<file path="src/rtl/sas_pkg.sv">
package sas_pkg;
	// register addresses on the special function bus
	localparam logic [15:0] SAS_ADDR_MODE = 16'hFF80;
	localparam logic [15:0] SAS_ADDR_CHAN = 16'hFF84;
	localparam logic [15:0] SAS_ADDR_RESULT = 16'hFF81;
	// mode register fields
	localparam int SAS_MODE_EN_BIT = 7;
	localparam int SAS_MODE_FR_LSB = 3;
	localparam int SAS_MODE_FR_W = 3;
	localparam logic [7:0] SAS_MODE_RST = 8'h00;
	localparam logic [7:0] SAS_MODE_MASK = 8'hB8;
	// channel select fields
	localparam int SAS_CHAN_W = 3;
	localparam logic [7:0] SAS_CHAN_RST = 8'h00;
	// conversion time codes and main-clock counts
	localparam logic [2:0] SAS_FR_144 = 3'h0;
	localparam logic [2:0] SAS_FR_120 = 3'h1;
	localparam logic [2:0] SAS_FR_96 = 3'h2;
	localparam logic [2:0] SAS_FR_72 = 3'h4;
	localparam logic [7:0] SAS_CYC_144 = 8'h90;
	localparam logic [7:0] SAS_CYC_120 = 8'h78;
	localparam logic [7:0] SAS_CYC_96 = 8'h60;
	localparam logic [7:0] SAS_CYC_72 = 8'h48;
	// fixed share of each conversion spent sampling; the rest is spread over 8 bit steps
	localparam logic [7:0] SAS_SAMPLE_CYC = 8'h08;
	localparam logic [7:0] SAS_TAP_HALF = 8'h80;
	typedef enum logic [1:0] {
		SAS_IDLE,
		SAS_SAMPLE,
		SAS_BITS
	} sas_state_t;
endpackage : sas_pkg

</file>
<file path="src/rtl/sas_sequencer.sv">
`timescale 1ns/1ps
module sas_sequencer
	import sas_pkg::*;
(
	// clock and reset
	input wire logic clk,
	input wire logic rst_n,
	// register port
	input wire logic [15:0] reg_addr,
	input wire logic reg_wr,
	input wire logic reg_rd,
	input wire logic [7:0] reg_wdata,
	output logic [7:0] reg_rdata,
	// system
	input wire logic standby,
	output logic conversion_end_irq,
	// analog front end
	output logic [2:0] analog_sel,
	output logic sample_hold,
	output logic [7:0] tap_code,
	input wire logic comp_in,
	// result stream with two-entry buffer
	output logic res_valid,
	input wire logic res_ready,
	output logic [7:0] res_data
);
	////////////////////////////////////////////////////////////////
	logic [7:0] mode_reg, mode_next;
	logic [7:0] chan_reg, chan_next;
	logic [7:0] conversion_result_reg, conversion_result_next;
	logic [7:0] rdata_reg, rdata_next;
	sas_state_t state_reg, state_next;
	logic [7:0] sar_reg, sar_next;
	logic [7:0] bitmask_reg, bitmask_next;
	logic [7:0] cnt_reg, cnt_next;
	logic irq_reg, irq_next;
	logic sh_reg, sh_next;
	logic [2:0] sel_reg, sel_next;
	logic [2:0] cmp_sync_reg;
	logic cmp_reg, cmp_next;
	logic [7:0] step_len;
	logic wr_mode, wr_chan, wr_any, conv_en;
	logic [7:0] buf0_reg, buf1_reg, buf0_next, buf1_next;
	logic [1:0] cnt_buf_reg, cnt_buf_next;
	logic res_valid_reg, res_valid_next;
	logic push;
	logic load;
	////////////////////////////////////////////////////////////////
	assign wr_mode = reg_wr && (reg_addr == SAS_ADDR_MODE);
	assign wr_chan = reg_wr && (reg_addr == SAS_ADDR_CHAN);
	assign wr_any = wr_mode || wr_chan;
	assign conv_en = mode_reg[SAS_MODE_EN_BIT] && !standby;
	// per-bit step length; prohibited codes fall back to the slowest setting
	always_comb begin
		case (mode_reg[SAS_MODE_FR_LSB +: SAS_MODE_FR_W])
			SAS_FR_144: step_len = 8'((SAS_CYC_144 - SAS_SAMPLE_CYC) >> 3);
			SAS_FR_120: step_len = 8'((SAS_CYC_120 - SAS_SAMPLE_CYC) >> 3);
			SAS_FR_96: step_len = 8'((SAS_CYC_96 - SAS_SAMPLE_CYC) >> 3);
			SAS_FR_72: step_len = 8'((SAS_CYC_72 - SAS_SAMPLE_CYC) >> 3);
			default: step_len = 8'((SAS_CYC_144 - SAS_SAMPLE_CYC) >> 3);
		endcase
	end
	////////////////////////////////////////////////////////////////
	// registers; writes keep only implemented bits
	always_comb begin
		mode_next = mode_reg;
		chan_next = chan_reg;
		if (wr_mode) begin
			mode_next = reg_wdata & SAS_MODE_MASK;
		end
		if (wr_chan) begin
			chan_next = {5'h0_0, reg_wdata[SAS_CHAN_W-1:0]};
		end
	end
	always_ff @(posedge clk) begin
		if (!rst_n) begin
			mode_reg <= SAS_MODE_RST;
			chan_reg <= SAS_CHAN_RST;
		end else begin
			mode_reg <= mode_next;
			chan_reg <= chan_next;
		end
	end
	////////////////////////////////////////////////////////////////
	// comparator arrives from the analog domain: three stages
	always_ff @(posedge clk) begin
		if (!rst_n) begin
			cmp_sync_reg <= 3'h0;
			cmp_reg <= 1'b0;
		end else begin
			cmp_sync_reg <= {cmp_sync_reg[1:0], comp_in};
			cmp_reg <= cmp_next;
		end
	end
	assign cmp_next = (cmp_sync_reg[2] == cmp_sync_reg[1]) ? cmp_sync_reg[1] : cmp_reg;
	////////////////////////////////////////////////////////////////
	// sequencer; a register write has precedence over everything
	always_comb begin
		state_next = state_reg;
		sar_next = sar_reg;
		bitmask_next = bitmask_reg;
		cnt_next = cnt_reg;
		sh_next = sh_reg;
		sel_next = sel_reg;
		load = 1'b0;
		if (wr_any || !conv_en) begin
			// abort; restart from sample if still enabled after write
			state_next = (mode_next[SAS_MODE_EN_BIT] && !standby) ? SAS_SAMPLE : SAS_IDLE;
			cnt_next = 8'h00;
			sh_next = 1'b0;
			sar_next = 8'h00;
			bitmask_next = 8'h00;
			sel_next = chan_next[SAS_CHAN_W-1:0];
		end else begin
			case (state_reg)
				SAS_IDLE: begin
					state_next = SAS_SAMPLE;
					cnt_next = 8'h00;
					sel_next = chan_reg[SAS_CHAN_W-1:0];
				end
				SAS_SAMPLE: begin
					cnt_next = cnt_reg + 8'h01;
					if (cnt_reg == SAS_SAMPLE_CYC - 8'h01) begin
						sh_next = 1'b1;
						state_next = SAS_BITS;
						cnt_next = 8'h00;
						sar_next = SAS_TAP_HALF;
						bitmask_next = SAS_TAP_HALF;
					end
				end
				SAS_BITS: begin
					cnt_next = cnt_reg + 8'h01;
					if (cnt_reg == step_len - 8'h01) begin
						cnt_next = 8'h00;
						// keep trial bit when input at or above tap
						if (!cmp_reg) begin
							sar_next = sar_reg & ~bitmask_reg;
						end
						sar_next = sar_next | (bitmask_reg >> 1);
						bitmask_next = bitmask_reg >> 1;
						if (bitmask_reg[0]) begin
							load = 1'b1;
							state_next = SAS_SAMPLE;
							sh_next = 1'b0;
							sel_next = chan_reg[SAS_CHAN_W-1:0];
						end
					end
				end
				default: state_next = SAS_IDLE;
			endcase
		end
	end
	always_ff @(posedge clk) begin
		if (!rst_n) begin
			state_reg <= SAS_IDLE;
			sar_reg <= 8'h00;
			bitmask_reg <= 8'h00;
			cnt_reg <= 8'h00;
			sh_reg <= 1'b0;
			sel_reg <= 3'h0;
		end else begin
			state_reg <= state_next;
			sar_reg <= sar_next;
			bitmask_reg <= bitmask_next;
			cnt_reg <= cnt_next;
			sh_reg <= sh_next;
			sel_reg <= sel_next;
		end
	end
	////////////////////////////////////////////////////////////////
	// result load, end pulse and read data; read samples the old value
	always_comb begin
		conversion_result_next = conversion_result_reg;
		rdata_next = 8'h00;
		irq_next = load;
		if (load) begin
			conversion_result_next = sar_next;
		end
		if (reg_rd) begin
			case (reg_addr)
				SAS_ADDR_MODE: rdata_next = mode_reg;
				SAS_ADDR_CHAN: rdata_next = chan_reg;
				SAS_ADDR_RESULT: rdata_next = conversion_result_reg;
				default: rdata_next = 8'h00;
			endcase
		end
	end
	// no reset: the result is undefined after reset
	always_ff @(posedge clk) begin
		conversion_result_reg <= conversion_result_next;
	end
	always_ff @(posedge clk) begin
		if (!rst_n) begin
			rdata_reg <= 8'h00;
			irq_reg <= 1'b0;
		end else begin
			rdata_reg <= rdata_next;
			irq_reg <= irq_next;
		end
	end
	////////////////////////////////////////////////////////////////
	// two-entry result buffer; a pop in the same cycle frees a slot for the new word
	// when full and stalled a new result is dropped, never an old one
	assign push = load && ((cnt_buf_reg != 2'h2) || res_ready);
	always_comb begin
		buf0_next = buf0_reg;
		buf1_next = buf1_reg;
		cnt_buf_next = cnt_buf_reg;
		if (res_valid && res_ready) begin
			buf0_next = buf1_reg;
			cnt_buf_next = cnt_buf_reg - 2'h1;
		end
		if (push) begin
			if (cnt_buf_next == 2'h0) begin
				buf0_next = sar_next;
			end else begin
				buf1_next = sar_next;
			end
			cnt_buf_next = cnt_buf_next + 2'h1;
		end
		res_valid_next = (cnt_buf_next != 2'h0);
	end
	always_ff @(posedge clk) begin
		if (!rst_n) begin
			buf0_reg <= 8'h00;
			buf1_reg <= 8'h00;
			cnt_buf_reg <= 2'h0;
			res_valid_reg <= 1'b0;
		end else begin
			buf0_reg <= buf0_next;
			buf1_reg <= buf1_next;
			cnt_buf_reg <= cnt_buf_next;
			res_valid_reg <= res_valid_next;
		end
	end
	////////////////////////////////////////////////////////////////
	assign reg_rdata = rdata_reg;
	assign conversion_end_irq = irq_reg;
	assign analog_sel = sel_reg;
	assign sample_hold = sh_reg;
	assign tap_code = sar_reg;
	assign res_valid = res_valid_reg;
	assign res_data = buf0_reg;
endmodule : sas_sequencer

</file>
<file path="config.mk">
export PLATFORM = sky130hd
export DESIGN_NAME = sas_sequencer
export DESIGN_NICKNAME = d
export VERILOG_FILES = /design/src/rtl/sas_pkg.sv /design/src/rtl/sas_sequencer.sv
export SDC_FILE = /design/constraint.sdc
export NUM_CORES = 1
export LEC_CHECK = 0
export ABC_CLOCK_PERIOD_IN_PS = 7300
export BUFFER_PORTS_ARGS = -buffer_cell sky130_fd_sc_hd__buf_2
export CAP_MARGIN = 15
export CORE_MARGIN = 1.5
export CORE_UTILIZATION = 50
export CTS_CLUSTER_DIAMETER = 80
export DETAILED_ROUTE_END_ITERATION = 12
export GPL_ROUTABILITY_DRIVEN = 0
export GPL_TIMING_DRIVEN = 0
export MAX_ROUTING_LAYER = met4
export PLACE_DENSITY = 0.69
export RECOVER_POWER = 100
export SYNTH_ARGS = -nofsm -noshare
export SYNTH_HDL_FRONTEND = slang
export SYNTH_SLANG_ARGS = --single-unit
</file>
<file path="constraint.sdc">
create_clock -name clk -period 7.3 [get_ports clk]
set_clock_uncertainty 0.1 [all_clocks]
set_input_delay 0.365 -clock clk [delete_from_list [all_inputs] [get_ports clk]]
set_output_delay 0.365 -clock clk [all_outputs]
set_load 0.1 [all_outputs]
</file>
* Yosys cells after proc, flatten, opt, wreduce, memory -nomap -nowiden
Index checks and enable logic that the tools add are counted.
** Operators by class
- Add/sub/neg operators :: 4
- Bitwise gates (word level) :: 5
- Multiplexer cells :: 41
- Reductions and logical operators :: 24
- Eq/ne operators :: 18
** Operator list (number)
- 2-to-1 mux 8 bit :: 15
- equality test 16 bit (second input constant) :: 3
- case mux 8 bit (3 select lines) :: 2
- case mux 8 bit (2 select lines) :: 2
- case mux 5 bit (3 select lines) :: 1
- 2-to-1 mux 2 bit :: 6
- 2-to-1 mux 3 bit :: 4
- != test 3 bit (second input constant) :: 3
- AND reduction 3 bit :: 3
- adder 8 x 1 -> 8 bit (second input constant) :: 1
- bitwise AND 8 bit :: 1
- equality test 8 x 3 -> 1 bit (second input constant) :: 1
- equality test 8 bit :: 1
- 2-to-1 mux 1 bit :: 8
- != test 2 bit (second input constant) :: 4
- NOT 8 bit :: 1
- OR 8 x 7 -> 8 bit :: 1
- subtractor 8 x 1 -> 8 bit (second input constant) :: 1
- logical AND 1 bit :: 6
- case mux 2 bit (3 select lines) :: 1
- case mux 3 bit (2 select lines) :: 1
- nonzero test 3 bit :: 2
- zero test 2 bit :: 2
- AND reduction 2 bit :: 2
- 15 further kinds :: 20
** Storage, ports and cells
- Output and inout port bits :: 30
- Bits of input ports :: 31
- Register bits after elaboration :: 77
- Logic and storage cells :: 110

* Depth between registers and ports, before layout
Gate-level depths: netlist of the first run.
- Word-level depth :: 13
- Mapped depth :: 12
- Mapped depth without buffers :: 9

* Worst setup path before layout of the first run
No wires, ideal clock.
- Path kind :: register to register
- Start point :: register res_valid_reg, in the netlist res_valid
- End point :: register buf0_reg[6], in the netlist res_data[6]
- Buffers on the path :: 2
- Arrival time :: 2.699 ns
- Required time :: 7.078 ns
- Setup time :: 0.122 ns
- Setup slack :: 4.380 ns
- Cell stages (with the launch flop) :: 8
- Period minus slack after synthesis :: 2.920 ns
- Path through :: dfxtp_1 clkbuf_1 nand2_1 xnor2_1 ha_1 nand4_1 clkbuf_1 o311a_1
** Between the ends
- Cells in the longest elaborated chain, start to end :: 5
- Elaborated cells between the ends (all ways) :: 6
- Classes of those cells :: 4 x mux; 2 x reduce/logical
** RTL lines
- start, declared :: RTL line sas_sequencer.sv:45 : logic res_valid_reg, res_valid_next;
- start signal, assigned :: RTL line sas_sequencer.sv:233 : res_valid_reg <= res_valid_next;
- logical AND 1 bit (*) :: RTL line sas_sequencer.sv:209 : if (res_valid && res_ready) begin
- 2-to-1 mux 2 bit :: RTL line sas_sequencer.sv:209
- zero test 2 bit :: RTL line sas_sequencer.sv:214 : if (cnt_buf_next == 2'h0) begin
- 2-to-1 mux 8 bit :: RTL line sas_sequencer.sv:214
- 2-to-1 mux 8 bit (*) :: RTL line sas_sequencer.sv:213 : if (push) begin
- end signal, assigned :: RTL line sas_sequencer.sv:230 : buf0_reg <= buf0_next;
- end, declared :: RTL line sas_sequencer.sv:43 : logic [7:0] buf0_reg, buf1_reg, buf0_next, buf1_next;
Every way passes the cells marked *; elsewhere a longest branch is shown, timed or not.
A chain may end at the register's enable or synchronous reset.

* Worst setup path in the final report of the first run
- Start point :: register mode_reg[3]
- End point :: register buf1_reg[1]
** Between the ends
- Cells in the longest elaborated chain, start to end :: 9
- Elaborated cells between the ends (all ways) :: 14
- Classes of those cells :: 1 x add/sub; 4 x eq/ne; 7 x mux; 2 x reduce/logical
** RTL lines
- start, declared :: RTL line sas_sequencer.sv:28 : logic [7:0] mode_reg, mode_next;
- start signal, assigned :: RTL line sas_sequencer.sv:80 : mode_reg <= mode_next;
- equality test 3 bit (tied with other cells) :: RTL line sas_sequencer.sv:55 : case (mode_reg[SAS_MODE_FR_LSB +: SAS_MODE_FR_W])
- case mux 5 bit (3 select lines) (*) :: RTL line sas_sequencer.sv:55
- subtractor 8 x 1 -> 8 bit (*) :: RTL line sas_sequencer.sv:133 : if (cnt_reg == step_len - 8'h01) begin
- equality test 8 bit (*) :: RTL line sas_sequencer.sv:133
- 2-to-1 mux 1 bit :: RTL line sas_sequencer.sv:133
- 2-to-1 mux 1 bit :: RTL line sas_sequencer.sv:115 : case (state_reg)
- 2-to-1 mux 1 bit :: RTL line sas_sequencer.sv:106 : if (wr_any || !conv_en) begin
- logical AND 1 bit :: RTL line sas_sequencer.sv:204 : assign push = load && ((cnt_buf_reg != 2'h2) || res_ready);
- AND reduction 2 bit (no source line)
- end signal, assigned :: RTL line sas_sequencer.sv:231 : buf1_reg <= buf1_next;
- end, declared :: RTL line sas_sequencer.sv:43
Marked as above.

==> results.sh, run 1 <==
export IMPL_core_area_sq_um=7370
export IMPL_yosys_area_top_type="dfxtp_1"
export IMPL_worstMarginPinSlew_ns=1.32
export IMPL_critPathCaptureType="flip-flop"
export IMPL_cts_buffer_depth=2
export IMPL_via_per_inst=5.93
export IMPL_hp_class="primary input to flip-flop"
export IMPL_rr_worst_depth=11
export IMPL_routed_wl_mm=10.2
export IMPL_synthToLayoutAreaGrowth_pct=12.8
export IMPL_final_nets=541
export IMPL_dp_hpwl_mm=7.46
export IMPL_cts_tree="done"
export IMPL_io_buffers=56
export IMPL_drive_gt1_frac=0.101
export IMPL_start_util=0.525
export IMPL_max_freq_mhz=227
export IMPL_synth_cell_type_count=67
export IMPL_drc=0
export IMPL_drt_iter0_markers=219
export IMPL_cts_setup_buffers=0
export IMPL_final_core_util=0.592
export IMPL_final_common_cell="dfxtp_1"
export IMPL_first_global_vias=3507
export IMPL_diodes=0
export IMPL_synthArstFlopShare=0
export IMPL_grt_overflow=0
export IMPL_drv_cap=0
export IMPL_tns_ns=0
export IMPL_vdd_ir_drop_max_v=0.000126
export IMPL_cts_resized=0
export IMPL_syn_avg_cell_area_sq_um=8.91
export IMPL_worstHoldPathCells=2
export IMPL_antenna_found_initial=0
export IMPL_synth_warnings=0
export IMPL_h_tree_depth=3
export IMPL_numClockSinks=77
export IMPL_seq_area_frac_synth=0.419
export IMPL_ant_nets=0
export IMPL_cp_start_kind="flip-flop"
export IMPL_hold_viol_final=0
export IMPL_crit_type="flip-flop to flip-flop"
export IMPL_routedWlPerCell_um=16.9
export IMPL_p_per_area_nw_per_um2=182
export IMPL_synth_area_sq_um=3870
export IMPL_worstPathArrival_ns=4.58
export IMPL_final_cell_mix="dfxtp_1, clkbuf_1, nor2_1, nand3_1, nand2_1"
export IMPL_num_rows=31
export IMPL_place_area_sq_um=4270
export IMPL_cts_buffers=9
export IMPL_synth_edf_count=8
export IMPL_finalInstanceArea_sq_um=4370
export IMPL_fin_crit_ns=4.40
export IMPL_synth_flop_cell="dfxtp_1"
export IMPL_p_leak_nw=1.63
export IMPL_netlist_top_cells_area="dfxtp_1, edfxtp_1, nor2_1"
export IMPL_relSlewSlack=0.101
export IMPL_num_io_pins=61
export IMPL_setup_viol=0
export IMPL_status="complete, no violations"
export IMPL_grt_pass1_wl_mm=17.0
export IMPL_grt_usage=0.266
export IMPL_fin_crit_sh=0.602
export IMPL_die_area_sq_um=8270
export IMPL_dr_pass1_iters=4
export IMPL_yosysTopAreaCellShare=0.357
export IMPL_cts_hold_buf=0
export IMPL_slew_violations=0
export IMPL_cp_required_ns=7.48
export IMPL_clock_root_buffer="clkbuf_8"
export IMPL_cp_max_fo=10
export IMPL_ys_ff_latch=77
export IMPL_grt_max_degree=15
export IMPL_die_h_um=91.0
export IMPL_via_count=3586
export IMPL_netlist_instances=434
export IMPL_chipWidth_um=91.0
export IMPL_syn_nets=474
export IMPL_rsz0062_at_grt="no"
export IMPL_clock_latency_ns=0.36
export IMPL_clk_pin_slew_ns=0.09
area by class of cell:
class | count | area, sq um
Sequential cell | 77 | 1620
Multi-Input combinational cell | 313 | 2020
Buffer | 24 | 93.8
Clock inverter | 6 | 65.1
Clock buffer | 10 | 128
Tap cell | 99 | 124
Fill cell | 722 | 3000
Inverter | 20 | 75.1
Timing Repair Buffer | 56 | 243
cells in the mapped netlist, drive strengths merged, types with 2 or more instances:
cell	number
or2	5
nand2b	5
a32oi	2
o21ai	19
xnor2	5
dfxtp	69
a41oi	3
a32o	5
o21a	2
nand4	8
o311a	5
nor3	8
nor2	51
a311oi	3
nand3	35
and2	6
or4	3
a21oi	9
xor2	2
nor4b	2
mux2	3
ha	9
nor4	6
a221oi	2
clkbuf	17
nand2	31
o31ai	5
nor3b	3
o211ai	2
a41o	3
a31oi	5
a22o	7
buf	7
a21bo	2
and3	9
mux2i	13
a211oi	4
edfxtp	8
and4	2
a21o	5
inv	19
nor2b	7
a22oi	4
power by group:
part           internal (mW)  total (mW)  leakage, nW  switching (mW)
combinational         0.0145      0.0436        0.924          0.0291
clock                  0.158       0.321       0.0962           0.163
sequential             0.428       0.429        0.611         0.00101
critical path, stage by stage (launching register included):
cell       delay [ns]
dfxtp_1          0.35
clkbuf_1         0.39
xor2_1           0.23
nand2_1          0.08
ha_1             0.19
xnor2_1          0.13
xnor2_1          0.14
a2111oi_0        1.09
clkbuf_1         0.47
nand4_1          0.47
or2_0            0.47
o21ai_0          0.21
path summary, 6_finish.rpt:
check,slack [ns],endpoint,from
max reg2reg,2.90,buf1_reg[1],mode_reg[3]
max,2.90,buf1_reg[1],mode_reg[3]
min reg2reg,0.34,cmp_sync_reg[1],cmp_sync_reg[0]
min,0.10,cmp_sync_reg[0],comp_in
kinds of logic after synthesis:
logic type                 Yosys count  synth area share
DFF                                 77             0.419
muxes                               16            0.0424
adders and majority gates            9            0.0291
and+or+nand+nor                    185             0.247
AOI/OAI and AO/OA                   96             0.202
buffers and inverters               44            0.0446
xor gates and xnor gates             7            0.0158
metal layers:
layer	wire length, um	part of all wire	track usage	vias to the layer above
li1	-	-	-	1724
met1	4500	0.44	0.336	1683
met2	4740	0.46	0.422	154
met3	684	0.067	0.0536	25
met4	290	0.028	0.0990	0
met5	0	0	-	-
stage by stage:
step / power [mW] / setup slack, ns / hold slack (ns) / instances
after floorplan: 0.468 / 4.38 / 0.312 / 434
after global placement: 0.482 / 4.08 / 0.315 / 589
after detailed placement: 0.484 / 4.02 / 0.323 / 589
after CTS: 0.798 / 4.02 / 0.100 / 605
after global routing: 0.821 / 2.50 / 0.116 / 605
final: 0.794 / 2.90 / 0.104 / 605
Note: power is estimated with default switching activity, not from simulation.
==> run 2, diff against run 1 <==
Settings changed: ABC_CLOCK_PERIOD_IN_PS 7300 to 4300.
Clock period 7.3 ns to 4.3 ns, I/O delays scaled along.
==> run 2 against run 1 <==
Net effect:
- sequential power increased by 70%
- non-clock buffer count increased by 2
- critical path type unchanged
- die area unchanged
- critical endpoint unchanged
==> results.sh, run 2 (same netlist as run 1, synthesis figures left out) <==
export IMPL_status="complete, no violations"
export IMPL_routedWlPerCell_um=17.0
export IMPL_cts_tree="done"
export IMPL_cp_start_kind="flip-flop"
export IMPL_hp_class="primary input to flip-flop"
export IMPL_final_cell_mix="dfxtp_1, clkbuf_1, nor2_1, nand3_1, nand2_1"
export IMPL_fin_crit_sh=0.822
export IMPL_clock_root_buffer="clkbuf_8"
export IMPL_h_tree_depth=3
export IMPL_cp_required_ns=4.48
export IMPL_num_rows=31
export IMPL_worstMarginPinSlew_ns=1.18
export IMPL_antenna_found_initial=0
export IMPL_instances_no_fill=607
export IMPL_clk_pin_slew_ns=0.08
export IMPL_final_nets=543
export IMPL_worstPathArrival_ns=3.71
export IMPL_via_count=3603
export IMPL_r2r_slack_ns=0.77
export IMPL_num_io_pins=61
export IMPL_grt_pass1_wl_mm=17.1
export IMPL_core_area_sq_um=7370
export IMPL_rr_worst_depth=11
export IMPL_tns_ns=0
export IMPL_setup_viol=0
export IMPL_grt_overflow=0
export IMPL_cts_hold_buf=2
export IMPL_dr_pass1_iters=4
export IMPL_die_area_sq_um=8270
export IMPL_crit_reg2reg_launch="mode_reg[3]"
export IMPL_place_area_sq_um=4270
export IMPL_startpoint="mode_reg[3]"
export IMPL_max_freq_mhz=283
export IMPL_chipWidth_um=91.0
export IMPL_relSlewSlack=0.214
export IMPL_p_per_area_nw_per_um2=306
export IMPL_drv_cap=0
export IMPL_worstHoldPathCells=3
export IMPL_synthToLayoutAreaGrowth_pct=14.0
export IMPL_drc=0
export IMPL_numClockSinks=77
export IMPL_grt_max_degree=15
export IMPL_die_h_um=91.0
export IMPL_cp_max_fo=10
export IMPL_diodes=0
export IMPL_final_common_cell="dfxtp_1"
export IMPL_ant_nets=0
export IMPL_rsz0062_at_grt="no"
export IMPL_fin_hold_ws_ns=0.00547
export IMPL_dp_hpwl_mm=7.46
export IMPL_vdd_ir_drop_max_v=0.000214
export IMPL_drive_gt1_frac=0.104
export IMPL_drt_iter0_markers=234
export IMPL_cp_endpoint="buf1_reg[1]"
export IMPL_routed_wl_mm=10.3
export IMPL_hold_viol_final=0
export IMPL_r2r_end="buf1_reg[1]"
export IMPL_p_leak_nw=1.66
export IMPL_critPathCaptureType="flip-flop"
export IMPL_finalInstanceArea_sq_um=4410
export IMPL_cts_buffers=9
export IMPL_io_buffers=56
export IMPL_grt_usage=0.267
export IMPL_cts_buffer_depth=2
export IMPL_clock_latency_ns=0.36
export IMPL_dp_cells=589
export IMPL_slew_violations=0
export IMPL_via_per_inst=5.94
export IMPL_first_global_vias=3516
export IMPL_start_util=0.525
export IMPL_fillers=713
export IMPL_cts_setup_buffers=0
export IMPL_fin_crit_ns=3.53
export IMPL_crit_type="flip-flop to flip-flop"
export IMPL_cts_resized=0
## run 2: changes by cell type in the layout (fill, tap and decap cells not counted), sizes merged
cell and change:
dlygate4sd3 +2, buf +1, clkbuf -1
## run 2: cell type report
type / instances / area [sq um] / share of cell area
well taps: 99 / 124 / 0.0281
clock inverters: 6 / 65.1 / 0.0148
plain buffers: 24 / 95.1 / 0.0216
clock buffers: 10 / 128 / 0.0289
repair buffers: 58 / 263 / 0.0596
multi-input cells: 313 / 2040 / 0.462
inverters: 20 / 75.1 / 0.0170
flip-flops and latches: 77 / 1620 / 0.368
## run 2: worst min path at each step
stage,start,slack (ns),endpoint
CTS,reg_wdata[0],0.0004,chan_reg[0]
finish,reg_wdata[0],0.005,chan_reg[0]
detailed placement,cmp_sync_reg[0],0.32,cmp_sync_reg[1]
global placement,cmp_sync_reg[0],0.32,cmp_sync_reg[1]
floorplan,standby,0.23,state_reg[0]
global route,reg_wdata[3],0.01,mode_reg[3]
## run 2: stage by stage
step | total power [mW] | util | worst slack (ns)
2_1_floorplan | 0.794 | - | 1.38
3_3_place_gp | 0.818 | 0.580 | 1.08
3_5_place_dp | 0.821 | 0.580 | 1.02
4_1_cts | 1.36 | 0.609 | 1.02
5_1_grt | 1.40 | 0.598 | 0.472
6_report | 1.35 | 0.598 | 0.765
## run 2: power by group
group	internal [mW]	switching, mW	leakage, nW
Clock	0.268	0.278	0.0962
Sequential	0.727	0.00166	0.611
Combinational	0.0258	0.0503	0.952
Total	1.02	0.330	1.66
## run 2: routing by layer
layer | vias to the layer above | GRT usage | wire length [um]
li1 | 1730 | - | -
met1 | 1701 | 0.336 | 4580
met2 | 149 | 0.424 | 4710
met3 | 23 | 0.0536 | 699
met4 | 0 | 0.0990 | 299
met5 | - | - | 0
## run 2: worst max-delay path, cell delays in order, from the launching register on
cell and delay (ns):
dfxtp_1 0.35, clkbuf_1 0.39, xor2_1 0.23, nand2_1 0.08
ha_1 0.18, xnor2_1 0.13, xnor2_1 0.17, a2111oi_4 0.42
buf_2 0.32, nand4_1 0.40, or2_0 0.47, o21ai_0 0.21
